$ cat config.mk
export PLATFORM = sky130hd
export DESIGN_NAME = mior_top
export DESIGN_NICKNAME = d
export VERILOG_FILES = /design/src/rtl/mior_pkg.sv /design/src/rtl/mior_fifo.sv /design/src/rtl/mior_top.sv
export SDC_FILE = /design/constraint.sdc
export NUM_CORES = 1
export LEC_CHECK = 0
export ABC_CLOCK_PERIOD_IN_PS = 6500
export BUFFER_PORTS_ARGS = -buffer_cell sky130_fd_sc_hd__buf_2
export CAP_MARGIN = 40
export CORE_MARGIN = 5
export CORE_UTILIZATION = 55
export CTS_CLUSTER_SIZE = 24
export DETAILED_ROUTE_END_ITERATION = 10
export GPL_ROUTABILITY_DRIVEN = 0
export GPL_TIMING_DRIVEN = 1
export PLACE_DENSITY_LB_ADDON = 0.12
export SLEW_MARGIN = 20
export SYNTH_ARGS = -nofsm -noshare
export SYNTH_HDL_FRONTEND = slang
export SYNTH_HIERARCHICAL = 1
export SYNTH_SLANG_ARGS = --single-unit
export TNS_END_PERCENT = 5
$ cat constraint.sdc
create_clock -name core_clk -period 6.5 [get_ports core_clk]
set_input_delay 0.975 -clock core_clk [delete_from_list [all_inputs] [get_ports core_clk]]
set_output_delay 0.975 -clock core_clk [all_outputs]
set_load 0.05 [all_outputs]
$ cat src/rtl/mior_pkg.sv
// Package of constants and types for the multi-lane flash read engine.
package mior_pkg;
  // ----------------------------------------------------------------
  // Opcodes
  // ----------------------------------------------------------------
  localparam logic [7:0] OP_QUAD_OUTPUT_READ      = 8'h6B;
  localparam logic [7:0] OP_QUAD_OUTPUT_READ_WIDE = 8'h6C;
  localparam logic [7:0] OP_DUAL_IO_READ          = 8'hBB;
  localparam logic [7:0] OP_DUAL_IO_READ_WIDE     = 8'hBC;
  // ----------------------------------------------------------------
  // Phase lengths in serial clock cycles
  // ----------------------------------------------------------------
  localparam logic [5:0] CMD_CYCLES     = 6'h08;
  localparam logic [5:0] ADDR_CYC_Q3    = 6'h18;
  localparam logic [5:0] ADDR_CYC_Q4    = 6'h20;
  localparam logic [5:0] ADDR_CYC_D3    = 6'h0C;
  localparam logic [5:0] ADDR_CYC_D4    = 6'h10;
  localparam logic [5:0] MODE_CYCLES    = 6'h04;
  localparam logic [3:0] MODE_KEEP      = 4'hA;
  localparam logic [3:0] SHORT_CS_LIMIT = 4'h8;
  // Total latency per latency code, mode cycles included.
  localparam logic [4:0] LAT_QUAD [4] = '{5'h08, 5'h08, 5'h08, 5'h00};
  localparam logic [4:0] LAT_DUAL [4] = '{5'h04, 5'h04, 5'h05, 5'h06};
  // ----------------------------------------------------------------
  // Configuration bits and reset values
  // ----------------------------------------------------------------
  localparam logic [7:0] BANK_ADDR_RESET = 8'h00;
  localparam int         CFG_QUAD_BIT    = 1;
  typedef struct packed {
    logic       continuous_latency_table;
    logic       extended_address_enable;
    logic [7:0] bank_addr;
    logic [1:0] latency_code;
    logic [1:0] configuration_register_one;
  } mior_cfg_t;
endpackage

$ cat src/rtl/mior_fifo.sv
// Byte FIFO between the array fetcher and the serial shifter.
`timescale 1ns/1ps
`default_nettype none
module mior_fifo #(
  parameter int WIDTH = 8,
  parameter int DEPTH = 8
) (
  input  wire logic             clk,
  input  wire logic             reset_n,
  input  wire logic             flush,
  input  wire logic             in_valid,
  output logic                  in_ready,
  input  wire logic [WIDTH-1:0] in_data,
  output logic                  out_valid,
  input  wire logic             out_ready,
  output logic      [WIDTH-1:0] out_data
);
  localparam int AW = $clog2(DEPTH);
  if (DEPTH < 2 || (DEPTH & (DEPTH - 1)) != 0) begin : g_chk
    $error("FIFO depth must be a power of two");
  end
  logic [WIDTH-1:0] mem_q [DEPTH];
  logic [AW:0]      wr_q;
  logic [AW:0]      rd_q;
  wire              full  = (wr_q[AW] != rd_q[AW]) && (wr_q[AW-1:0] == rd_q[AW-1:0]);
  wire              empty = (wr_q == rd_q);
  wire              push  = in_valid && in_ready;
  wire              pop   = out_valid && out_ready;
  assign in_ready  = !full;
  assign out_valid = !empty;
  assign out_data  = mem_q[rd_q[AW-1:0]];
  always_ff @(posedge clk) begin
    if (!reset_n || flush) begin
      wr_q <= '0;
      rd_q <= '0;
    end else begin
      if (push) wr_q <= wr_q + 1'b1;
      if (pop)  rd_q <= rd_q + 1'b1;
    end
  end
  always_ff @(posedge clk) begin
    if (push) mem_q[wr_q[AW-1:0]] <= in_data;
  end
endmodule
`default_nettype wire

$ cat src/rtl/mior_top.sv
// Flash-side engine for the four-lane output read and two-lane address-and-data read.
//
// Function
// - Quad read: 6Bh 3/4-byte, 6Ch 4-byte address.
// - Quad data, one nibble per falling edge.
// - Latency-set dummy cycles before quad data.
// - Any start address, increment, wrap to zero.
// - Quad read served only with quad bit set.
// - Dual read: BBh 3/4-byte, BCh 4-byte address.
// - Dual address two bits per rising edge.
// - Basic table: instruction, address, latency only.
// - Continuous table: four mode cycles within latency.
// - Mode upper nibble Ah keeps continuous mode.
// - Other mode value leaves continuous at select rise.
// - Short select pulse leaves continuous mode.
// - Dual data two bits per falling edge.
// - Dual dummy count from latency code.
// - Extended address bit gives 4-byte address.
// - Bank register supplies upper address bits.
// - Instruction one bit per rising edge.
// - Select rise ends the read anywhere.
`timescale 1ns/1ps
`default_nettype none
module mior_top #(
  parameter int ADDR_W     = 32,
  parameter int FIFO_DEPTH = 8
) (
  input  wire logic                    core_clk,
  input  wire logic                    reset_n,
  input  wire logic                    sck,
  input  wire logic                    cs_n,
  input  wire logic [3:0]              io_in,
  output logic      [3:0]              io_out,
  output logic      [3:0]              io_oe,
  input  wire mior_pkg::mior_cfg_t     cfg,
  output logic                         mem_rd_en,
  output logic      [ADDR_W-1:0]       mem_rd_addr,
  input  wire logic [7:0]              mem_rd_data,
  output logic                         cont_mode,
  output logic                         busy
);
  if (ADDR_W < 24 || ADDR_W > 32) begin : g_chk
    $error("ADDR_W must lie between 24 and 32");
  end

  // ----------------------------------------------------------------
  // Pin synchronisers and edge detection
  // ----------------------------------------------------------------
  logic [3:0] io_s1_q;
  logic [3:0] io_s2_q;
  logic       cs_s1_q;
  logic       cs_s2_q;
  logic       cs_s3_q;
  logic       sck_s1_q;
  logic       sck_s2_q;
  logic       sck_s3_q;
  always_ff @(posedge core_clk) begin
    if (!reset_n) begin
      io_s1_q  <= 4'h0;
      io_s2_q  <= 4'h0;
      cs_s1_q  <= 1'b1;
      cs_s2_q  <= 1'b1;
      cs_s3_q  <= 1'b1;
      sck_s1_q <= 1'b0;
      sck_s2_q <= 1'b0;
      sck_s3_q <= 1'b0;
    end else begin
      io_s1_q  <= io_in;
      io_s2_q  <= io_s1_q;
      cs_s1_q  <= cs_n;
      cs_s2_q  <= cs_s1_q;
      cs_s3_q  <= cs_s2_q;
      sck_s1_q <= sck;
      sck_s2_q <= sck_s1_q;
      sck_s3_q <= sck_s2_q;
    end
  end
  wire sel      = !cs_s2_q;
  wire cs_fall  = !cs_s2_q && cs_s3_q;
  wire cs_rise  = cs_s2_q && !cs_s3_q;
  wire sck_rise = sel && sck_s2_q && !sck_s3_q;
  wire sck_fall = sel && !sck_s2_q && sck_s3_q;

  // ----------------------------------------------------------------
  // Frame state
  // ----------------------------------------------------------------
  typedef enum logic [2:0] {
    ST_IDLE, ST_CMD, ST_ADDR, ST_MODE, ST_DUMMY, ST_DATA, ST_IGNORE
  } mior_state_t;
  mior_state_t      st_q;
  logic [5:0]       bcnt_q;
  logic [31:0]      sh_in_q;
  logic             quad_q;
  logic             wide_q;
  logic             cont_q;
  logic [7:0]       mode_q;
  logic             mode_done_q;
  logic             mode_ok_q;
  logic [4:0]       dcnt_q;
  logic [4:0]       dummy_q;
  logic [1:0]       grp_q;
  logic [7:0]       sh_out_q;
  logic [3:0]       io_out_q;
  logic [3:0]       io_oe_q;
  logic             fetch_on_q;
  logic [ADDR_W-1:0] fetch_addr_q;
  logic             pend_q;

  // Total latency less the mode cycles that already counted toward it.
  function automatic logic [4:0] dummy_for(input logic [1:0] lc, input logic quad,
                                           input logic cont_tbl);
    logic [4:0] lat;
    lat = quad ? mior_pkg::LAT_QUAD[lc] : mior_pkg::LAT_DUAL[lc];
    if (!quad && cont_tbl) begin
      lat = (lat > 5'h04) ? lat - 5'h04 : 5'h00;
    end
    return lat;
  endfunction

  // Decode of the instruction byte taken on the eighth rising edge.
  wire [7:0] opcode    = {sh_in_q[6:0], io_s2_q[0]};
  wire       op_q3     = (opcode == mior_pkg::OP_QUAD_OUTPUT_READ);
  wire       op_q4     = (opcode == mior_pkg::OP_QUAD_OUTPUT_READ_WIDE);
  wire       op_d3     = (opcode == mior_pkg::OP_DUAL_IO_READ);
  wire       op_d4     = (opcode == mior_pkg::OP_DUAL_IO_READ_WIDE);
  wire       quad_en   = cfg.configuration_register_one[mior_pkg::CFG_QUAD_BIT];
  wire       op_quad   = (op_q3 || op_q4) && quad_en;
  wire       op_dual   = op_d3 || op_d4;
  wire       op_wide   = op_q4 || op_d4 || cfg.extended_address_enable;
  wire       cmd_last  = (st_q == ST_CMD) && sck_rise
                         && (bcnt_q == mior_pkg::CMD_CYCLES - 6'h01);

  // Address shift: one lane for quad output read, two lanes for dual.
  wire [31:0] addr_shift = quad_q ? {sh_in_q[30:0], io_s2_q[0]}
                                  : {sh_in_q[29:0], io_s2_q[1:0]};
  wire [5:0]  addr_cyc   = quad_q ? (wide_q ? mior_pkg::ADDR_CYC_Q4 : mior_pkg::ADDR_CYC_Q3)
                                  : (wide_q ? mior_pkg::ADDR_CYC_D4 : mior_pkg::ADDR_CYC_D3);
  wire        addr_last  = (st_q == ST_ADDR) && sck_rise && (bcnt_q == addr_cyc - 6'h01);
  wire [31:0] addr_full  = wide_q ? addr_shift
                                  : {cfg.bank_addr, addr_shift[23:0]};
  wire        use_mode   = !quad_q && cfg.continuous_latency_table;
  wire [7:0]  mode_shift = {mode_q[5:0], io_s2_q[1:0]};
  wire        mode_last  = (st_q == ST_MODE) && sck_rise
                           && (bcnt_q == mior_pkg::MODE_CYCLES - 6'h01);
  wire        data_start = (st_q == ST_DUMMY) && sck_fall && (dcnt_q == dummy_q);

  // ----------------------------------------------------------------
  // Frame sequencer
  // ----------------------------------------------------------------
  always_ff @(posedge core_clk) begin
    if (!reset_n) begin
      st_q        <= ST_IDLE;
      bcnt_q      <= 6'h00;
      sh_in_q     <= 32'h0000_0000;
      quad_q      <= 1'b0;
      wide_q      <= 1'b0;
      mode_q      <= 8'h00;
      mode_done_q <= 1'b0;
      mode_ok_q   <= 1'b0;
      dcnt_q      <= 5'h00;
      dummy_q     <= 5'h00;
    end else if (cs_rise || !sel) begin
      st_q <= ST_IDLE;
    end else if (cs_fall) begin
      // In continuous mode the frame opens straight with the address.
      st_q        <= cont_q ? ST_ADDR : ST_CMD;
      quad_q      <= cont_q ? 1'b0 : quad_q;
      bcnt_q      <= 6'h00;
      mode_done_q <= 1'b0;
    end else begin
      case (st_q)
        ST_CMD: begin
          if (sck_rise) begin
            sh_in_q <= {sh_in_q[30:0], io_s2_q[0]};
            bcnt_q  <= bcnt_q + 6'h01;
          end
          if (cmd_last) begin
            st_q   <= (op_quad || op_dual) ? ST_ADDR : ST_IGNORE;
            quad_q <= op_quad;
            wide_q <= op_wide;
            bcnt_q <= 6'h00;
          end
        end
        ST_ADDR: begin
          if (sck_rise) begin
            sh_in_q <= addr_shift;
            bcnt_q  <= bcnt_q + 6'h01;
          end
          if (addr_last) begin
            st_q    <= use_mode ? ST_MODE : ST_DUMMY;
            bcnt_q  <= 6'h00;
            dcnt_q  <= 5'h00;
            dummy_q <= dummy_for(cfg.latency_code, quad_q,
                                 cfg.continuous_latency_table);
          end
        end
        ST_MODE: begin
          if (sck_rise) begin
            mode_q <= mode_shift;
            bcnt_q <= bcnt_q + 6'h01;
          end
          if (mode_last) begin
            st_q        <= ST_DUMMY;
            mode_done_q <= 1'b1;
            mode_ok_q   <= (mode_shift[7:4] == mior_pkg::MODE_KEEP);
          end
        end
        ST_DUMMY: begin
          // Lane values are never looked at while waiting.
          if (data_start) begin
            st_q <= ST_DATA;
          end else if (sck_fall) begin
            dcnt_q <= dcnt_q + 5'h01;
          end
        end
        ST_DATA:   st_q <= ST_DATA;
        ST_IGNORE: st_q <= ST_IGNORE;
        default:   st_q <= ST_IDLE;
      endcase
    end
  end

  // Continuous mode is decided at select rise; any frame that did not finish its
  // mode cycles, a short pulse or an aborted one included, drops out of it.
  always_ff @(posedge core_clk) begin
    if (!reset_n) begin
      cont_q <= 1'b0;
    end else if (cs_rise) begin
      cont_q <= mode_done_q && mode_ok_q;
    end
  end

  // ----------------------------------------------------------------
  // Array fetcher feeding the FIFO
  // ----------------------------------------------------------------
  logic       fifo_in_ready;
  logic       fifo_out_valid;
  logic [7:0] fifo_out_data;
  wire        flush     = cs_rise || addr_last;
  wire        fifo_push = pend_q && !flush;
  wire        grp_last  = quad_q ? (grp_q == 2'h1) : (grp_q == 2'h3);
  wire        take_byte = (data_start || ((st_q == ST_DATA) && sck_fall)) && (grp_q == 2'h0);
  // Only one read is in flight, so ready at issue time guarantees room on return.
  assign mem_rd_en   = fetch_on_q && !pend_q && fifo_in_ready && !flush;
  assign mem_rd_addr = fetch_addr_q;

  always_ff @(posedge core_clk) begin
    if (!reset_n) begin
      fetch_on_q   <= 1'b0;
      fetch_addr_q <= '0;
      pend_q       <= 1'b0;
    end else begin
      pend_q <= mem_rd_en;
      if (cs_rise) begin
        fetch_on_q <= 1'b0;
      end else if (addr_last) begin
        fetch_on_q   <= 1'b1;
        fetch_addr_q <= addr_full[ADDR_W-1:0];
      end else if (mem_rd_en) begin
        // The counter is ADDR_W wide, so the top address rolls over to zero.
        fetch_addr_q <= fetch_addr_q + 1'b1;
      end
    end
  end

  mior_fifo #(
    .WIDTH (8),
    .DEPTH (FIFO_DEPTH)
  ) u_fifo (
    .clk       (core_clk),
    .reset_n   (reset_n),
    .flush     (flush),
    .in_valid  (fifo_push),
    .in_ready  (fifo_in_ready),
    .in_data   (mem_rd_data),
    .out_valid (fifo_out_valid),
    .out_ready (take_byte),
    .out_data  (fifo_out_data)
  );

  // ----------------------------------------------------------------
  // Data shifter, updated on falling serial clock edges
  // ----------------------------------------------------------------
  wire [7:0] next_byte = fifo_out_valid ? fifo_out_data : 8'h00;
  always_ff @(posedge core_clk) begin
    if (!reset_n) begin
      grp_q    <= 2'h0;
      sh_out_q <= 8'h00;
      io_out_q <= 4'h0;
      io_oe_q  <= 4'h0;
    end else if (cs_rise || !sel) begin
      grp_q   <= 2'h0;
      io_oe_q <= 4'h0;
    end else if (data_start || ((st_q == ST_DATA) && sck_fall)) begin
      io_oe_q <= quad_q ? 4'hF : 4'h3;
      grp_q   <= grp_last ? 2'h0 : grp_q + 2'h1;
      if (grp_q == 2'h0) begin
        io_out_q <= quad_q ? next_byte[7:4] : {2'h0, next_byte[7:6]};
        sh_out_q <= quad_q ? {next_byte[3:0], 4'h0} : {next_byte[5:0], 2'h0};
      end else begin
        io_out_q <= quad_q ? sh_out_q[7:4] : {2'h0, sh_out_q[7:6]};
        sh_out_q <= quad_q ? {sh_out_q[3:0], 4'h0} : {sh_out_q[5:0], 2'h0};
      end
    end
  end

  assign io_out    = io_out_q;
  assign io_oe     = io_oe_q;
  assign cont_mode = cont_q;
  assign busy      = (st_q != ST_IDLE);

  // ----------------------------------------------------------------
  // Assertions
  // ----------------------------------------------------------------
  AST_QUAD_LANES: assert property (@(posedge core_clk) disable iff (!reset_n)
    (st_q == ST_DATA) && quad_q && sel |-> io_oe == 4'hF)
    else $error("quad data not on four lanes");
  AST_DUAL_LANES: assert property (@(posedge core_clk) disable iff (!reset_n)
    (st_q == ST_DATA) && !quad_q && sel |-> io_oe == 4'h3)
    else $error("dual data not on two lanes");
  AST_OUT_ON_FALL: assert property (@(posedge core_clk) disable iff (!reset_n)
    $changed(io_out_q) |-> $past(sck_fall))
    else $error("data changed away from a falling edge");
  AST_END_ON_CS: assert property (@(posedge core_clk) disable iff (!reset_n)
    cs_rise |=> (st_q == ST_IDLE) && (io_oe_q == 4'h0))
    else $error("select rise did not end the read");
  AST_QUAD_GATE: assert property (@(posedge core_clk) disable iff (!reset_n)
    cmd_last && (op_q3 || op_q4) && !quad_en && !cs_rise |=> st_q == ST_IGNORE)
    else $error("quad read served with quad bit clear");
  AST_ADDR_INC: assert property (@(posedge core_clk) disable iff (!reset_n)
    mem_rd_en |=> mem_rd_addr == $past(mem_rd_addr) + 1'b1)
    else $error("fetch address did not advance by one");
  AST_DUMMY_END: assert property (@(posedge core_clk) disable iff (!reset_n)
    data_start && !cs_rise |=> (st_q == ST_DATA) && (io_oe_q != 4'h0))
    else $error("data did not start after dummy count");
  AST_CONT_ENTRY: assert property (@(posedge core_clk) disable iff (!reset_n)
    cs_fall && cont_q |=> st_q == ST_ADDR [*2])
    else $error("continuous frame did not open with address");
  AST_CONT_EXIT: assert property (@(posedge core_clk) disable iff (!reset_n)
    cs_rise && !(mode_done_q && mode_ok_q) |=> !cont_q)
    else $error("continuous mode kept without Ah mode");
  COV_QUAD: cover property (@(posedge core_clk) data_start && quad_q);
  COV_DUAL: cover property (@(posedge core_clk) data_start && !quad_q);
  COV_CONT: cover property (@(posedge core_clk) cs_fall && cont_q);
endmodule
`default_nettype wire
* Yosys cells after proc, flatten, opt, wreduce, memory -nomap -nowiden
Memories as Yosys holds them, arrays and structs flattened. A register that Yosys moved wholly into a read port is not among the register bits. Index checks and enable logic that the tools add are counted.
Storage, ports and cells: memory bits (writable) 64, memories kept 1, output and inout port bits 43, word-level logic and storage cells 201, input bits 30, register bits after elaboration 131
Operators by class: eq/ne operators 30, muxes and demuxes 58, reduce and logical (&&, ||, !) cells 69, magnitude comparators 2, bitwise gates (word level) 5, $add $sub $neg 8
Memory list:
- u_fifo.mem_q | words 8, bits a word 8, read ports 1, clocked after memory_dff 1, wr ports 1, line mior_fifo.sv:22 | logic [WIDTH-1:0] mem_q [DEPTH];
Operator list (number):
- 2-to-1 mux 32 bit | 4
- 2-to-1 mux 31 bit | 2
- case mux 31 bit (2 select lines) | 1
- 2-to-1 mux 5 bit | 11
- 2-to-1 mux 6 bit | 6
- adder 32 x 1 -> 32 bit, second input constant | 1
- 2-to-1 mux 8 bit | 4
- 2-to-1 mux 3 bit | 9
- logical AND 1 bit | 26
- AND reduction 4 bit | 6
- binary-select mux 5 bit (select 2 bit) | 2
- case mux 3 bit (6 select lines) | 1
- case mux 6 bit (3 select lines) | 1
- == test 8 x 7 -> 1 bit, second input constant | 2
- == test 8 bit, second input constant | 2
- 2-to-1 mux 4 bit | 4
- nonzero test 2 bit | 7
- != test 3 bit, second input constant | 4
- zero test 1 bit | 10
- 2-to-1 mux 1 bit | 10
- != test 2 bit, second input constant | 5
- case mux 5 bit (2 select lines) | 1
- == test 3 bit, second input constant | 3
- logical OR 1 bit | 9
- other kinds (32) | 41

* Logic depth before layout (Yosys ltp)
depth after elaboration 11, mapped depth 12, mapped depth without buffers 8

* Modules after synthesis
The synthesis kept the hierarchy.
By module, submodules not included:
- mior_top | times used 1, area an instance 6782.8 um2, cells an instance 833, sequential area each 2382.3 um2
- mior_fifo | times used 1, area an instance 3261.9 um2, cells an instance 178, sequential area each 2142.1 um2

* Worst setup path before layout
Ideal clock, no wire load.
path type reg2reg, start reg bcnt_q[0], end mem u_fifo.mem_q[4][0] (enable), required time 6115 ps, setup time 385 ps, arrival time 2912 ps, path slack 3203 ps, cell stages (with the launch flop) 12, buffers on the path 3, clock period less this slack 3297 ps, cells stage by stage dfxtp_1 > ha_1 > nor2b_1 > clkbuf_1 > and4_1 > buf_2 > nand2_1 > clkbuf_1 > and3_1 > inv_1 > or3_1 > nor3b_1
Between the ends: word-level cells in the longest chain between the ends 8
RTL lines:
- start: declaration | line mior_top.sv:91 | logic [5:0] bcnt_q;
- start signal: assignment | line mior_top.sv:175 | bcnt_q <= bcnt_q + 6'h01;
- start signal: assignment | line mior_top.sv:187 | bcnt_q <= bcnt_q + 6'h01;
- start signal: assignment | line mior_top.sv:200 | bcnt_q <= bcnt_q + 6'h01;
- == test 6 bit | line mior_top.sv:138 | wire addr_last = (st_q == ST_ADDR) && sck_rise && (bcnt_q == addr_cyc - 6'h01);
- logical AND 1 bit | line mior_top.sv:138
- logical OR 1 bit | line mior_top.sv:239 | wire flush = cs_rise || addr_last;
- zero test 1 bit | line mior_top.sv:240 | wire fifo_push = pend_q && !flush;
- logical AND 1 bit | line mior_top.sv:240
- named net fifo_push | line mior_top.sv:240
- logical AND 1 bit | line mior_fifo.sv:27 | wire push = in_valid && in_ready;
- 2-to-1 mux 1 bit | line mior_fifo.sv:42 | if (push) mem_q[wr_q[AW-1:0]] <= in_data;
- 2-to-1 mux 1 bit (implied by the code) | line mior_fifo.sv:42
- end: declaration | line mior_fifo.sv:22
The timed path passes the listed nets, and every way through them passes these cells.

* Final worst setup path
start reg st_q[1], end out mem_rd_en
Between the ends: word-level cells in the longest chain between the ends 6
RTL lines:
- start: declaration | line mior_top.sv:90 | mior_state_t st_q;
- start signal: assignment | line mior_top.sv:166 | st_q <= cont_q ? ST_ADDR : ST_CMD;
- start signal: assignment | line mior_top.sv:178 | st_q <= (op_quad || op_dual) ? ST_ADDR : ST_IGNORE;
- start signal: assignment | line mior_top.sv:190 | st_q <= use_mode ? ST_MODE : ST_DUMMY;
- == test 3 x 2 -> 1 bit | line mior_top.sv:138
- logical AND 1 bit (2 in a row) | line mior_top.sv:138
- logical OR 1 bit | line mior_top.sv:239
- zero test 1 bit | line mior_top.sv:244 | assign mem_rd_en = fetch_on_q && !pend_q && fifo_in_ready && !flush;
- logical AND 1 bit | line mior_top.sv:244
- end: declaration | line mior_top.sv:36 | output logic mem_rd_en,
Every way passes these cells.

==> run summary <==
Register area: 0.00453 sq mm
Worst flop-to-flop path startpoint: st_q[1]
Final Skew: 0.0156 ns
Sequential share of the synthesized area: 45.0%
CP arrival: 3.13 ns
Worst Setup Path Type: reg -> out
Clk Tree Root Cell: clkbuf_16
Avg Cell Area, Syn: 9.94 sq um
Pleak: 3.63 nW
Worst setup path start: st_q[1]
Worst IR drop on VDD: 0.000198 V
Die area: 0.0211 sq mm
CTS max path bufs: 2
# fillers: 1486
Worst Tran Pin Value: 0.888 ns
Hold-fix buffers, CTS: 0
TritonCTS Buffers: 17
# Max-Cap Violations: 0
Number of synthesized flops with an enable pin: 64
Final #Nets: 1082
Worst-path maximum fanout: 36
Die Y: 145 um
Die width: 145 um
TritonCTS clock tree: built
DRT iter0 DRCs: 585
Final setup violation count: 0
Startpoint Class: flop
Number of synthesized register bits: 194
CP endpoint kind: output pin
Area Growth Syn to Fin: 10.8%
Max-slew headroom: 40.3%
Total grt overflow: 0
Avg Vias per Cell: 6.20
Drt drc: 0
Status: finished clean
DP Area: 0.0105 sq mm
Fin. Hold Viols: 0
Number of distinct library cells after synthesis: 88
Cell row count: 49
PostCTS Resize Cnt: 0
Wire length per cell: 18.5 um
Antenna Violating Nets Remaining: 0
Final instance area: 0.0111 sq mm
Hpwl dp: 16300 um
CTS HTree Levels: 4
Area of the multi-input gates: 0.00511 sq mm
Gr usage total: 22.4%
Antenna diode count: 0
Final Max Slew Viols: 0
Layout cells sized above 1: 15.9%
Setup repair bufs after CTS: 0
RSZ-0062 raised after global routing: false
Hold Startpoint: cs_s1_q
Starting Density: 55.9%
PD cells: 217 mW/mm^2
Fraction of registers with async set/reset: 0%
Worst-Skew Late Latency: 0.45 ns
Pre-antenna DRT Iters: 5
Ys flop type: dfxtp_1
Synthesized Nets: 1047
Class of the worst hold path: reg -> reg
Final Cycle Share: 63.1%
Synth warnings: 6
Initial antenna violation count: 0
CTS sink count: 194
Mapped Area: 0.0100 sq mm
Tmin final: 4.10 ns
CORE AREA: 0.0180 sq mm
Pin count of the biggest net entering global routing: 46
Vias in the first global route: 7591
Worst-path clk slew: 0.08 ns
WL final: 23900 um
IO Count: 73
Routed vias: 7991
Fmax: 0.244 GHz
Port Buffer Count: 69
Core Util, Final: 62.0%
First-pass GRT wire length: 39600 um
Worst EP required: 5.52 ns
TNS Setup: 0 ns
Cells after synthesis: 1011
[path summary, 6_finish.rpt]
path / endpoint / slack, ns / depth (start not counted)
setup / recovery: mem_rd_en / 2.40 / 5
setup reg to reg: u_fifo/rd_q[3] / 2.95 / 9
hold / removal: cs_s2_q / 0.43 / 1
hold reg to reg: cs_s2_q / 0.43 / 1
[final cells by class]
type | count | area share [%]
flip-flops and latches | 194 | 40.7
inverters | 14 | 0.472
well taps | 229 | 2.57
clock inverters | 15 | 1.83
repair buffers | 92 | 4.75
multi-input cells | 727 | 45.9
clock buffers | 17 | 3.82
[cell usage in the layout, fill, tap and decap left out, drive strengths merged, types with 9 or more instances in the layout]
cell type	instances
a211oi	23
a21oi	83
and2	13
and3	14
buf	92
clkbuf	17
dfxtp	130
edfxtp	64
inv	24
mux2	14
mux2i	65
mux4	16
nand2	109
nand2b	13
nand3	40
nand4	20
nor2	53
nor2b	9
nor3	21
nor4	9
o211ai	21
o21ai	36
o22ai	14
xnor2	14
xor2	9
[critical path: stages, from the launching register on]
cell,delay [ns]
dfxtp_1,0.67
nor3b_4,0.27
buf_4,0.35
and4_1,0.79
a21oi_1,0.29
buf_2,0.30
[kinds of logic (layout without fill, tap and decap cells)]
family | after synthesis | count (layout) | share of synthesized area, %
adders and majority gates | 6 | 6 | 0.747
muxes | 95 | 95 | 12.2
xor gates and xnor gates | 23 | 23 | 2.01
AOI/OAI and AO/OA | 254 | 254 | 17.2
DFF | 194 | 194 | 45.0
buffers and inverters | 90 | 138 | 4.27
and+or+nand+nor | 349 | 349 | 18.5
[synth_stat cells (14+ instances only)]
master	number	share of area, %
nand2_1	109	4.1
dfxtp_1	130	26
a21oi_1	82	4.1
o22ai_1	14	0.87
nor3_1	21	1.0
and3_1	14	0.87
nand4_1	20	1.2
nand3_1	38	1.9
clkbuf_1	43	1.6
edfxtp_1	64	19
nor2_1	52	1.9
a211oi_1	23	1.7
mux2_2	14	1.6
o211ai_1	21	1.6
o21ai_0	35	1.7
mux4_1	16	4.2
xnor2_1	14	1.2
mux2i_1	65	6.5
buf_2	14	0.70
inv_1	14	0.52
[sequential cells by signal (all words and copies together) (netlist names), 2 cells and up, named ones only]
register / flops
u_fifo/mem_q: 64
mem_rd_addr: 32
sh_in_q: 31
bcnt_q: 6
mode_q: 6
sh_out_q: 6
dcnt_q: 5
dummy_q: 5
io_out: 4
u_fifo/rd_q: 4
u_fifo/wr_q: 4
st_q: 3
grp_q: 2
io_oe: 2
io_s1_q: 2
io_s2_q: 2
[routing by layer]
layer  GRT usage [%]  up-vias  share of wire, %  wire, um
met2            37.6      237                49     11700
met3            3.52       44               4.7      1110
li1                -     3908                 -         -
met5               0        -                 0         0
met1            29.5     3802                44     10500
met4            8.12        0               2.4       565
[through the flow]
stage               worst slack [ns]  instances  hold slack (ns)  total power (W)
floorplan                       3.20       1011            0.386          0.00132
global placement                2.78       1248            0.414          0.00134
detailed placement              2.91       1254            0.394          0.00134
CTS                             2.41       1286            0.432          0.00244
global route                    2.23       1288            0.452          0.00250
finish                          2.40       1288            0.427          0.00242
[report_power, final]
group	switching [W]	total, W	internal [W]
logic	0.0000412	0.0000605	0.0000193
clock network	0.000564	0.00110	0.000538
registers	0.00000443	0.00126	0.00125
total	0.000609	0.00242	0.00181
Note: power is estimated with default switching activity, not from simulation.
